===== config.mk =====
export PLATFORM = sky130hd
export DESIGN_NAME = flash_protection_gate
export DESIGN_NICKNAME = d
export VERILOG_FILES = /design/src/verilog/password_store.v /design/src/verilog/flash_protection_gate.v
export VERILOG_INCLUDE_DIRS = /design/src /design/src/shared
export SDC_FILE = /design/constraint.sdc
export NUM_CORES = 1
export LEC_CHECK = 0
export BUFFER_PORTS_ARGS = -buffer_cell sky130_fd_sc_hd__clkbuf_2
export CORE_ASPECT_RATIO = 1.5
export CORE_UTILIZATION = 40
export DETAILED_ROUTE_END_ITERATION = 10
export PLACE_DENSITY = 0.73
export SYNTH_ARGS = -nofsm -noshare
export SYNTH_HDL_FRONTEND = slang
export SYNTH_SLANG_ARGS = --single-unit

===== constraint.sdc =====
create_clock -name clk_sys -period 2 [get_ports clk_sys]
set_clock_uncertainty 0.05 [all_clocks]
set_input_delay 0.2 -clock clk_sys [delete_from_list [all_inputs] [get_ports clk_sys]]
set_output_delay 0.2 -clock clk_sys [all_outputs]
set_load 0.02 [all_outputs]

===== src/shared/flash_protection_gate_regs.vh =====
// constants for the flash protection gate
`ifndef FLASH_PROTECTION_GATE_REGS_VH
`define FLASH_PROTECTION_GATE_REGS_VH
`define FPG_ADDR_W     16
`define FPG_DATA_W     8
`define FPG_PW_W       16
`define FPG_PW_MSB     15
`define FPG_REG_PF     2'h0
`define FPG_REG_DF     2'h1
`define FPG_REG_ROM    2'h2
`define FPG_REG_OTHER  2'h3
`define FPG_PF_BASE    16'h0000
`define FPG_PF_TOP     16'h2fff
`define FPG_DF_BASE    16'h3000
`define FPG_DF_TOP     16'h3fff
`define FPG_ROM_BASE   16'hc000
`define FPG_ROM_TOP    16'hdfff
`define FPG_ZERO_BYTE  8'h00
`define FPG_ST_IDLE    2'h0
`define FPG_ST_WIPE    2'h1
`define FPG_ST_CLRPW   2'h2
`define FPG_ST_DONE    2'h3
`endif


===== src/verilog/password_store.v =====
// password holding register with program and erase ports
`default_nettype none
`include "flash_protection_gate_regs.vh"
module password_store (
  input  wire                      clk_sys,
  input  wire                      rst_b,
  input  wire                      pw_prog,
  input  wire                      pw_erase,
  input  wire [`FPG_PW_W-1:0]      pw_wdata,
  output reg  [`FPG_PW_W-1:0]      pw_q,
  output reg                       pw_valid_q
);
  // erase takes priority so a wipe can never be undone by a late program
  always @(posedge clk_sys or negedge rst_b) begin
    if (!rst_b) begin
      pw_q       <= {`FPG_PW_W{1'b0}};
      pw_valid_q <= 1'b0;
    end else if (pw_erase) begin
      pw_q       <= {`FPG_PW_W{1'b0}};
      pw_valid_q <= 1'b0;
    end else if (pw_prog && !pw_valid_q) begin
      pw_q       <= pw_wdata;
      pw_valid_q <= 1'b1;
    end
  end
endmodule // password_store
`default_nettype wire


===== src/verilog/flash_protection_gate.v =====
// flash read-out and program/erase protection gate
// Overview of operation
// - mode 0 protects program flash, and data flash erase needs the unlock bit
// - mode 1 protects program and data flash
// - program flash reads only from permitted code
// - program flash writes refused while protected
// - data flash reads restricted in mode 1
// - data flash write/erase per mode and unlock
// - mask ROM always read protected
// - match wipes protected flash then password
// - protection persists until next reset
`default_nettype none
`include "flash_protection_gate_regs.vh"
module flash_protection_gate (
  input  wire                      clk_sys,
  input  wire                      rst_b,
  // core access request
  input  wire                      req_valid,
  input  wire                      req_rd,
  input  wire                      req_prog,
  input  wire                      req_erase,
  input  wire [`FPG_ADDR_W-1:0]    req_addr,
  input  wire [`FPG_ADDR_W-1:0]    req_pc,
  input  wire [`FPG_DATA_W-1:0]    req_wdata,
  output wire                      req_ready,
  output reg                       resp_valid_q,
  output reg                       resp_refused_q,
  output reg  [`FPG_DATA_W-1:0]    resp_rdata_q,
  // data flash erase unlock bit from the miscellaneous control register
  input  wire                      data_flash_erase_unlock,
  output reg                       unlock_clear_q,
  // bootstrap loader mode 6 password port
  input  wire                      bsl_pw_prog,
  input  wire                      bsl_pw_check,
  input  wire [`FPG_PW_W-1:0]      bsl_pw_data,
  output reg                       bsl_pw_match_q,
  output reg                       bsl_pw_done_q,
  // flash array side
  output reg                       fl_rd,
  output reg                       fl_prog,
  output reg                       fl_erase,
  output reg                       fl_wipe,
  output reg  [`FPG_ADDR_W-1:0]    fl_addr,
  output reg  [`FPG_DATA_W-1:0]    fl_wdata,
  input  wire [`FPG_DATA_W-1:0]    fl_rdata,
  input  wire                      fl_wipe_done,
  output wire                      protect_active,
  output wire                      protect_mode
);
  // address decode reused for the target and for the fetching pc
  function [1:0] region;
    input [`FPG_ADDR_W-1:0] a;
    begin
      if (a >= `FPG_PF_BASE && a <= `FPG_PF_TOP)
        region = `FPG_REG_PF;
      else if (a >= `FPG_DF_BASE && a <= `FPG_DF_TOP)
        region = `FPG_REG_DF;
      else if (a >= `FPG_ROM_BASE && a <= `FPG_ROM_TOP)
        region = `FPG_REG_ROM;
      else
        region = `FPG_REG_OTHER;
    end
  endfunction

  wire [`FPG_PW_W-1:0] pw_q;
  wire                 pw_valid_q;
  reg                  pw_erase;
  reg  [1:0]           state_q;
  reg  [1:0]           state_d;
  reg                  armed_q;   // protection latched, dropped only by reset
  reg                  mode_q;

  password_store u_pw (
    .clk_sys    (clk_sys),
    .rst_b      (rst_b),
    .pw_prog    (bsl_pw_prog),
    .pw_erase   (pw_erase),
    .pw_wdata   (bsl_pw_data),
    .pw_q       (pw_q),
    .pw_valid_q (pw_valid_q)
  );

  // armed state follows the stored password but never drops before reset
  always @(posedge clk_sys or negedge rst_b) begin
    if (!rst_b) begin
      armed_q <= 1'b0;
      mode_q  <= 1'b0;
    end else if (pw_valid_q && !armed_q) begin
      // mode frozen once armed: a re-stored password cannot relax it
      armed_q <= 1'b1;
      mode_q  <= pw_q[`FPG_PW_MSB];
    end
  end
  // note: after reset the erased store leaves armed_q low

  assign protect_active = armed_q;
  assign protect_mode   = mode_q;
  assign req_ready      = (state_q == `FPG_ST_IDLE);

  // permission decode for the current request
  wire [1:0] tgt = region(req_addr);
  wire [1:0] src = region(req_pc);
  wire src_flash = (src == `FPG_REG_PF) || (src == `FPG_REG_DF);
  reg  allow;
  always @* begin
    allow = 1'b1;
    if (req_rd) begin
      if (tgt == `FPG_REG_ROM)
        allow = 1'b0;
      else if (armed_q && tgt == `FPG_REG_PF)
        allow = mode_q ? src_flash : (src == `FPG_REG_PF);
      else if (armed_q && mode_q && tgt == `FPG_REG_DF)
        allow = src_flash;
    end else begin
      if (armed_q && tgt == `FPG_REG_PF)
        allow = 1'b0;
      else if (armed_q && tgt == `FPG_REG_DF) begin
        if (mode_q)
          allow = 1'b0;
        else if (req_erase)
          allow = data_flash_erase_unlock;
      end
    end
  end

  wire take = req_valid && req_ready && (req_rd || req_prog || req_erase);
  wire pw_hit = bsl_pw_check && pw_valid_q && (bsl_pw_data == pw_q);

  // unprotect sequence: wipe protected flash, then drop the password
  always @* begin
    state_d  = state_q;
    pw_erase = 1'b0;
    case (state_q)
      `FPG_ST_IDLE: if (pw_hit) state_d = `FPG_ST_WIPE;
      `FPG_ST_WIPE: if (fl_wipe_done) state_d = `FPG_ST_CLRPW;
      `FPG_ST_CLRPW: begin
        pw_erase = 1'b1;
        state_d  = `FPG_ST_DONE;
      end
      `FPG_ST_DONE: state_d = `FPG_ST_IDLE;
      default: state_d = `FPG_ST_IDLE;
    endcase
  end

  // registered flash strobes; refused requests never reach the array
  always @(posedge clk_sys or negedge rst_b) begin
    if (!rst_b) begin
      state_q        <= `FPG_ST_IDLE;
      fl_rd          <= 1'b0;
      fl_prog        <= 1'b0;
      fl_erase       <= 1'b0;
      fl_wipe        <= 1'b0;
      fl_addr        <= {`FPG_ADDR_W{1'b0}};
      fl_wdata       <= `FPG_ZERO_BYTE;
      unlock_clear_q <= 1'b0;
      bsl_pw_match_q <= 1'b0;
      bsl_pw_done_q  <= 1'b0;
    end else begin
      state_q        <= state_d;
      fl_rd          <= take && req_rd && allow;
      fl_prog        <= take && !req_rd && req_prog && allow;
      fl_erase       <= take && !req_rd && req_erase && allow;
      // wipe level held for the whole wipe phase
      fl_wipe        <= (state_d == `FPG_ST_WIPE);
      // unlock is one-shot: each erase needs a fresh set
      unlock_clear_q <= take && req_erase && !req_rd && (tgt == `FPG_REG_DF);
      bsl_pw_match_q <= bsl_pw_check ? pw_hit : 1'b0;
      bsl_pw_done_q  <= (state_q == `FPG_ST_CLRPW);
      if (take) begin
        fl_addr  <= req_addr;
        fl_wdata <= req_wdata;
      end
    end
  end

  // response one cycle after the array strobe, refused reads return zero
  reg rd_pend_q;
  reg ref_pend_q;
  always @(posedge clk_sys or negedge rst_b) begin
    if (!rst_b) begin
      rd_pend_q      <= 1'b0;
      ref_pend_q     <= 1'b0;
      resp_valid_q   <= 1'b0;
      resp_refused_q <= 1'b0;
      resp_rdata_q   <= `FPG_ZERO_BYTE;
    end else begin
      rd_pend_q      <= take && req_rd && allow;
      ref_pend_q     <= take && !allow;
      resp_valid_q   <= rd_pend_q || ref_pend_q || fl_prog || fl_erase;
      resp_refused_q <= ref_pend_q;
      resp_rdata_q   <= rd_pend_q ? fl_rdata : `FPG_ZERO_BYTE;
    end
  end
endmodule // flash_protection_gate
`default_nettype wire


==> results.yml, run 1 <==
routing:
  wl_met3_microns: 307
  drt-pass1-iter-count: 4
  wl_met2_microns: 2640
  vias_per_cell: 4.92
  ant_nets: 0
  drc: 0
  routedWlPerCell_microns: 13.6
  routedLengthMet1_microns: 2010
  drtIter0Drc: 64
  drt-total-wl_microns: 5040
  num_vias: 1822
  top_layer: "met4"
yosys:
  synthesis.area_sq_um: 2530
  synth_top_family_by_area: "multiplexers"
  synth_edf_count: 0
  synth_xor_xnor_area_share_pct: 5.53
  ys_seq_area_share_pct: 62.2
  async_reset_ff_share_pct: 100
  synth.mux.area_fraction_pct: 10.7
  yosys_register_bits: 63
  synth_fa_ha_area_share_pct: 0
  synth_flop_cell: "dfrtp_1"
  syn-num-nets: 250
  postSynthAreaPerCell_sq_um: 14.4
  syn_inst: 176
  synth-compound-area-share_pct: 9.33
  ys_types: 39
  synth-warning-count: 0
  synth-simple-area-share_pct: 10.2
power_and_ir_drop:
  p_per_area_nw_per_um2: 1430
  p_leak_nw: 1.68
  ir_drop_mv: 0.748
  total_power_mw: 4.81
clock_tree:
  cts.hold.buffers_added: 1
  cts.clk_slew.worst_paths_ps: 70
  clk_latency_ps: 320
  post-cts-setup-buffers: 0
  clock_tree.buffer_depth: 2
  cts_resized: 0
  cts-root-buf: "clkbuf_8"
  cts_made_buffers: 9
  htree_num_levels: 3
  cts.sink_count: 63
  cts_tree: "built"
setup_path:
  cp_slowest_cell: "a21oi_2"
  path_cells: "nor2b_1 -> buf_4 -> a21oi_2 -> a22o_1"
  cp_top_family: "compound AO/OA/AOI/OAI gates"
  critPathArrivalTime_ps: 1880
  cpPeakStageDelay_ps: 540
  cp-start-kind: "flip-flop"
  critPathBufInv: 1
  worst_setup_path_end_kind: "flip-flop"
  cp.required_ps: 2200
  crit_fanout: 16
  critPathKind: "flip-flop to flip-flop"
timing:
  finalCriticalPeriod_ps: 1680
  fmax_mhz: 595
  final-hold-violation-count: 0
  slew_headroom_pct: 52.0
  worst_pin_slew_ps: 720
  slew_viol_final: 0
  rsz0062_at_grt: "false"
  fin_setup_tns_ps: 0
  finalWorstSetupSlack_ps: 319
  final-setup-viol-count: 0
  whs_ps: 29.1
  period_share_pct: 84.0
placed_design:
  placed_cell_area_sq_um: 3160
  post-place-ws_ps: 309
  dp_hpwl_microns: 3680
  io_buffers: 105
  gp_congestion: 0.739
global_route:
  grt_pass1_wl_microns: 8030
  grt_max_degree: 40
  grt_pass1_vias: 1780
  antenna_found_initial: 0
  overflow: 0
  grt_usage_pct: 16.2
final_layout:
  drive_gt1_share_pct: 52.0
  nets: 366
  fin_area_sq_um: 3370
  multiInputGateArea_sq_um: 905
  seq_area_sq_um: 1580
  synthToLayoutAreaGrowth_pct: 32.9
  fillCellCount: 532
  antenna_cells: 0
die:
  dieArea_sq_um: 6670
  die_w_microns: 67
  start_util_pct: 41.3
  ios: 118
  num_rows: 35
  die_y_microns: 99.5
  core_area_sq_um: 6130
outcome:
  status: "finished, final reports clean"
flow_run:
  cap_viol_max_count: 0
min_path:
  hp-class: "input pin to flip-flop"
[final cells by class]
| type | instances | share of cell area [%] |
|---|---|---|
| clock buffers | 12 | 4.60 |
| clock inverters | 3 | 1.26 |
| inverters | 2 | 0.223 |
| multi-input cells | 106 | 26.8 |
| flip-flops and latches | 63 | 46.8 |
| well taps | 74 | 2.75 |
| repair buffers | 110 | 17.5 |
[state kept, by name (all words and copies together) (netlist names), 2 cells and up]
name	count
fl_wdata	8
u_pw.pw_q	16
fl_addr	16
resp_rdata_q	8
state_q	2
[cells in the final DEF (no fill, tap or decap), types with 2 or more instances in the layout]
cell / synthesis / final
nand2_1: 4 / 4
buf_4: 1 / 2
clkbuf_8: 0 / 11
nor2b_1: 3 / 3
clkbuf_2: 0 / 104
xor2_1: 3 / 3
mux2_2: 24 / 24
nand2b_1: 2 / 2
a22o_1: 15 / 15
and2_1: 8 / 8
inv_1: 2 / 2
nand4_1: 3 / 3
buf_12: 0 / 2
nor2_1: 6 / 6
nand3b_1: 2 / 2
xnor2_1: 13 / 13
dfrtp_1: 63 / 63
[stage by stage]
step	util (%)	std cells
floorplan	-	176
global placement	51.6	354
detailed placement	51.6	354
CTS	55.0	370
global route	55.0	370
finish	55.0	370
[synth_stat cells, drive strengths merged, types with 2 or more instances]
cell	number	area [sq um]
dfrtp	63	1580
nand3b	2	15.0
o21ai	2	10.0
mux2	24	270
nor2	7	33.8
inv	2	7.51
a22o	16	141
buf	5	46.3
or4	2	18.8
nand4	3	18.8
nand2b	2	12.5
nor2b	3	18.8
nor3b	2	26.3
xnor2	13	114
and2	8	50.1
xor2	3	26.3
nand2	4	15.0
[metal layers]
metal / global-route usage [%] / vias up
met1: 18.6 / 886
met3: 3.90 / 7
met5: 0 / -
li1: - / 863
met2: 27.2 / 66
met4: 8.35 / 0
[cell families (layout without fill, tap and decap cells)]
kind of cell              count (synthesis)  count (layout)
and+or+nand+nor                          40              40
muxes                                    24              24
buffers and inverters                     7             127
AOI/OAI and AO/OA                        26              26
xor gates and xnor gates                 16              16
DFF                                      63              63
[power breakdown]
| group | switching (mW) | internal (mW) | total (mW) |
|---|---|---|---|
| combinational | 0.925 | 0.802 | 1.73 |
| sequential | 0.276 | 1.73 | 2.00 |
| clock | 0.451 | 0.635 | 1.09 |
[worst register-to-register path, cell delays in order (launching register included)]
cell	delay (ps)
dfrtp_1	420
nor2b_1	170
buf_4	170
a21oi_2	540
a22o_1	270
[worst paths after layout]
| kind | startpoint | endpoint | slack (ps) | depth (start not counted) |
|---|---|---|---|---|
| worst max-delay path | state_q[1]$_DFF_PN0_ | u_pw.pw_q[10]$_DFFE_PN0P_ | 320 | 4 |
| worst min-delay path | fl_rdata[0] | resp_rdata_q[0]$_DFF_PN0_ | 30 | 2 |
| worst max register to register | state_q[1]$_DFF_PN0_ | u_pw.pw_q[10]$_DFFE_PN0P_ | 320 | 4 |
| worst min register to register | ref_pend_q$_DFF_PN0_ | resp_refused_q$_DFF_PN0_ | 330 | 0 |
| max in group asynchronous | rst_b | u_pw.pw_q[10]$_DFFE_PN0P_ | 900 | 3 |
| min in group asynchronous | rst_b | fl_wdata[2]$_DFFE_PN0P_ | 370 | 2 |
No activity file was read; power rests on OpenSTA's default activity.
==> run 2, diff against run 1 <==
--- a/config.mk
+++ b/config.mk
@@ -10,7 +10,7 @@
 export CORE_ASPECT_RATIO = 1.5
 export CORE_UTILIZATION = 40
 export DETAILED_ROUTE_END_ITERATION = 10
-export PLACE_DENSITY = 0.73
+export PLACE_DENSITY = 0.76
 export SYNTH_ARGS = -nofsm -noshare
 export SYNTH_HDL_FRONTEND = slang
 export SYNTH_SLANG_ARGS = --single-unit
==> constraint.sdc (replaced) <==
create_clock -name clk_sys -period 1.5 [get_ports clk_sys]
set_clock_uncertainty 0.05 [all_clocks]
set_input_delay 0.15 -clock clk_sys [delete_from_list [all_inputs] [get_ports clk_sys]]
set_output_delay 0.15 -clock clk_sys [all_outputs]
set_load 0.02 [all_outputs]
==> run 2 against run 1 <==
  * Largest power group unchanged
  * Sequential power up 34%
  * Clock power up 62%
  * Cell count up 10%
  * Global-route usage up 1.9 points
  * Highest routed layer unchanged
  * Power up 45%
  * Combinational power up 46%
  * Core utilization up 6.6 points
==> results.yml, run 2 (synthesized netlist as in run 1, its figures left out) <==
setup_path:
  worst_setup_path_end_kind: "flip-flop"
  crit_fanout: 3
  cp.required_ps: 1700
  cp-start-kind: "flip-flop"
  worstReg2RegStart: "u_pw.pw_q[10]$_DFFE_PN0P_"
  critPathArrivalTime_ps: 1690
  critPathKind: "flip-flop to flip-flop"
  crit_start: "u_pw.pw_q[10]$_DFFE_PN0P_"
clock_tree:
  cts.clk_slew.worst_paths_ps: 70
  clock_tree.buffer_depth: 2
  cts.sink_count: 63
  clk_latency_ps: 330
  cts_made_buffers: 9
  htree_num_levels: 3
  cts-root-buf: "clkbuf_8"
  cts_tree: "built"
placed_design:
  gp_congestion: 0.710
  placed_cell_area_sq_um: 3200
  post-place-ws_ps: -22.9
  dp_cells: 359
  dp_hpwl_microns: 3720
  io_buffers: 105
timing:
  final-hold-violation-count: 0
  rsz0062_at_grt: "true"
  fmax_mhz: 673
  period_share_pct: 99.0
  final-setup-viol-count: 0
  worst_pin_slew_ps: 339
  finalCriticalPeriod_ps: 1490
  slew_headroom_pct: 77.4
  slew_viol_final: 0
  finalWorstSetupSlack_ps: 14.9
final_layout:
  layout_commonest_cell: "clkbuf_2"
  drive_gt1_share_pct: 48.9
  stdcell_count: 407
  synthToLayoutAreaGrowth_pct: 48.9
  nets: 402
  final_cell_mix: "104 x clkbuf_2, 63 x dfrtp_1, 30 x dlygate4sd3_1, 24 x mux2_2, 15 x a22o_1"
  fin_area_sq_um: 3770
  antenna_cells: 0
  reg_top3: "fl_addr (16), u_pw.pw_q (16)"
outcome:
  status: "finished, final reports clean"
routing:
  num_vias: 1993
  routedWlPerCell_microns: 14.2
  drc: 0
  ant_nets: 0
  drt-pass1-iter-count: 4
  vias_per_cell: 4.90
  drt-total-wl_microns: 5780
  drtIter0Drc: 86
power_and_ir_drop:
  p_sw_mw: 2.28
  combPwrFrac_pct: 36.2
  p_leak_nw: 1.87
  total_power_mw: 6.97
  ir_drop_mv: 1.12
  clockPowerShare_pct: 25.5
  seqPwrFrac_pct: 38.3
  p_per_area_nw_per_um2: 1850
  swShare_pct: 32.8
  p_int_mw: 4.68
min_path:
  hp-class: "input pin to flip-flop"
  hp-start: "req_addr[12]"
die:
  die_w_microns: 67
  die_y_microns: 99.5
  start_util_pct: 41.3
  core_area_sq_um: 6130
  num_rows: 35
  dieArea_sq_um: 6670
  ios: 118
flow_run:
  cap_viol_max_count: 0
global_route:
  grt_pass1_vias: 1963
  antenna_found_initial: 0
  overflow: 0
  grt_max_degree: 64
  grt_usage_pct: 18.1
  grt_pass1_wl_microns: 8900
-- run 2: cell types whose count changed in the layout (fill, tap and decap cells not counted), moves of 2 or more --
cell,previous run,this run
dlygate4sd3_1,1,30
buf_4,2,9
bufinv_16,1,3
clkbuf_1,1,3
xnor2_1,13,11
xnor2_2,0,2
-- run 2: stage by stage --
stage | setup TNS [ps] | hold slack (ps) | util (%)
detailed placement | -22.9 | 139 | 52.2
global placement | 0 | 133 | 52.2
global route | -184 | 12.2 | 61.6
floorplan | 0 | -196 | -
CTS | 0 | 4.39 | 61.1
finish | 0 | 17.4 | 61.6
-- run 2: worst paths after layout --
kind                            slack [ps]                       end  cells after the start
worst max-delay path                    10         fl_wipe$_DFF_PN0_                      4
worst min-delay path                    20   fl_addr[12]$_DFFE_PN0P_                      2
worst max register to register          10         fl_wipe$_DFF_PN0_                      4
worst min register to register         330  resp_refused_q$_DFF_PN0_                      0
max in group asynchronous              810  u_pw.pw_q[4]$_DFFE_PN0P_                      3
min in group asynchronous              300    fl_addr[0]$_DFFE_PN0P_                      3
-- run 2: what timing repair did --
item	CTS	global route
setup buffers	1	1
setup endpoints to repair	2	5
hold endpoints to repair	91	0
hold buffers	30	0
gates resized for setup	0	3
pin swaps	12	0
-- run 2: power by group through the flow --
stage               Combinational [mW]  Clock, mW  Sequential (mW)
finish                            2.52       1.77             2.67
global route                      2.73       1.88             2.75
CTS                               2.51       1.81             2.66
detailed placement                2.42          0             2.69
global placement                  2.38          0             2.66
floorplan                         1.12          0             3.14
-- run 2: final cells by class --
cell class,instances,area [sq um]
Inverter,2,7.51
Tap cell,74,92.6
Clock buffer,13,149
Clock inverter,3,90.1
Multi-Input combinational cell,106,925
Fill cell,512,2360
Sequential cell,63,1580
Timing Repair Buffer,146,933
-- run 2: layer usage --
metal / vias to the layer above / global-route usage, % / share of wire, %
met5: - / 0 / 0
met4: 0 / 11.6 / 3.7
met3: 19 / 4.13 / 5.3
met2: 71 / 29.5 / 52
met1: 967 / 20.9 / 39
li1: 936 / - / -
-- run 2: worst max-delay path, cell delays in order (launching register included) --
cell and delay, ps:
dfrtp_1 410, xnor2_2 140, nand4_1 140, or4_4 520
o21bai_1 160
==> run 3, diff against run 2 <==
--- a/config.mk
+++ b/config.mk
@@ -7,10 +7,13 @@
 export NUM_CORES = 1
 export LEC_CHECK = 0
 export BUFFER_PORTS_ARGS = -buffer_cell sky130_fd_sc_hd__clkbuf_2
+export CELL_PAD_IN_SITES_DETAIL_PLACEMENT = 1
+export CELL_PAD_IN_SITES_GLOBAL_PLACEMENT = 1
 export CORE_ASPECT_RATIO = 1.5
-export CORE_UTILIZATION = 40
+export CORE_UTILIZATION = 32
+export CTS_CLUSTER_DIAMETER = 150
 export DETAILED_ROUTE_END_ITERATION = 10
-export PLACE_DENSITY = 0.76
+export PLACE_DENSITY = 0.78
 export SYNTH_ARGS = -nofsm -noshare
 export SYNTH_HDL_FRONTEND = slang
 export SYNTH_SLANG_ARGS = --single-unit
==> run 3 against run 2 <==
  * Worst setup slack got worse by 8.5 ps
  * Largest power group unchanged
  * Sequential power barely moved
  * Fmax shrank 0.57%
  * First-iteration DRC count fell by 38%
==> results.yml, run 3 (synthesized netlist as in run 1, its figures left out) <==
setup_path:
  ff2ff_setup_slack_ps: 6
  critPathArrivalTime_ps: 1700
  worstReg2RegStart: "u_pw.pw_q[6]$_DFFE_PN0P_"
  cp_slowest_cell: "or4_4"
  cp-start-kind: "flip-flop"
  critPathKind: "flip-flop to flip-flop"
  path_cells: "xnor2_1 -> nand4_1 -> or4_4 -> nor2b_1"
  crit_start: "u_pw.pw_q[6]$_DFFE_PN0P_"
  cpPeakStageDelay_ps: 540
  critPathBufInv: 0
  worst_setup_path_end_kind: "flip-flop"
  cp.required_ps: 1700
  crit_fanout: 3
  cp_top_family: "simple AND/OR/NAND/NOR gates"
routing:
  drt-pass1-iter-count: 5
  drt-total-wl_microns: 6280
  ant_nets: 0
  drtIter0Drc: 53
  routedWlPerCell_microns: 14.7
  vias_per_cell: 4.61
  drc: 0
  num_vias: 1974
placed_design:
  io_buffers: 105
  gp_congestion: 0.715
  dp_hpwl_microns: 4320
  dp_cells: 386
min_path:
  hp-class: "input pin to flip-flop"
  hp-start: "req_addr[2]"
timing:
  final-hold-violation-count: 0
  worst_pin_slew_ps: 325
  fmax_mhz: 670
  finalCriticalPeriod_ps: 1490
  period_share_pct: 99.6
  fin_setup_tns_ps: 0
  slew_viol_final: 0
  slew_headroom_pct: 78.2
  final-setup-viol-count: 0
  rsz0062_at_grt: "true"
  whs_ps: 7.97
die:
  ios: 118
  num_rows: 39
  start_util_pct: 33.1
  die_w_microns: 74.7
  die_y_microns: 111
  dieArea_sq_um: 8290
  core_area_sq_um: 7660
final_layout:
  fillCellCount: 825
  reg_top3: "fl_addr (16), u_pw.pw_q (16)"
  nets: 395
  fin_util_pct: 50.0
  layout_commonest_cell: "clkbuf_2"
  antenna_cells: 0
  seq_area_sq_um: 1580
  multiInputGateArea_sq_um: 912
  synthToLayoutAreaGrowth_pct: 51.2
  final_cell_mix: "104 x clkbuf_2, 63 x dfrtp_1, 24 x mux2_2, 24 x dlygate4sd3_1, 15 x a22o_1"
  stdcell_count: 428
  drive_gt1_share_pct: 50.0
clock_tree:
  htree_num_levels: 3
  cts.clk_slew.worst_paths_ps: 60
  cts_made_buffers: 9
  clock_tree.buffer_depth: 2
  cts-root-buf: "clkbuf_16"
  cts.sink_count: 63
  cts_tree: "built"
  clk_latency_ps: 330
outcome:
  status: "finished, final reports clean"
global_route:
  antenna_found_initial: 0
  grt_usage_pct: 16.7
  overflow: 0
  grt_pass1_vias: 2128
  grt_max_degree: 64
  grt_pass1_wl_microns: 10200
power_and_ir_drop:
  total_power_mw: 7.51
  ir_drop_mv: 0.930
  p_per_area_nw_per_um2: 1960
  p_leak_nw: 1.87
flow_run:
  cap_viol_max_count: 0
-- run 3: cell count changes in the layout (fill, tap and decap cells not counted), moves of 2 or more --
cell,delta
clkbuf_8,-9
clkbuf_1,-3
clkinvlp_4,+2
clkbuf_16,+9
buf_4,-2
dlygate4sd3_1,-6
-- run 3: repair_timing --
action | in CTS | in global routing
setup buffers | 0 | 2
pin swaps | 4 | 5
gates resized for setup | 0 | 1
endpoints found under the hold margin | 84 | 1
hold buffers | 23 | 1
setup endpoints to repair | 3 | 3
-- run 3: metal layers --
metal / up-vias / wire length (microns) / global-route usage, %
met3: 10 / 289 / 4.91
met1: 977 / 2480 / 18.1
met5: - / 0 / 0
li1: 919 / - / -
met4: 0 / 145 / 8.43
met2: 68 / 3370 / 28.5
-- run 3: layout make-up --
class,count,share of cell area [%]
Multi-Input combinational cell,106,23.8
Clock buffer,10,6.23
Timing Repair Buffer,139,22.9
Sequential cell,63,41.1
Clock inverter,6,2.42
Tap cell,102,3.33
Inverter,2,0.196
-- run 3: per-stage QoR --
stage | setup WS, ps | instance area [sq um]
final | 6.38 | 3830
after global routing | -45.9 | 3830
after CTS | 8.36 | 3800
after detailed placement | -43.2 | 3240
after global placement | 10.5 | 3240
after floorplan | 37.8 | 2530
-- run 3: worst paths after layout --
path                                             to  cells after the start
max                        bsl_pw_match_q$_DFF_PN0_                      4
min                          fl_addr[2]$_DFFE_PN0P_                      2
max reg2reg                bsl_pw_match_q$_DFF_PN0_                      4
min reg2reg                resp_refused_q$_DFF_PN0_                      0
max in group asynchronous   fl_addr[13]$_DFFE_PN0P_                      3
min in group asynchronous  u_pw.pw_q[6]$_DFFE_PN0P_                      3
-- run 3: where the power goes --
group / internal (mW) / total (mW) / switching (mW)
registers: 2.30 / 2.69 / 0.383
clock network: 1.51 / 2.28 / 0.775
logic: 1.23 / 2.54 / 1.31
total: 5.04 / 7.51 / 2.47
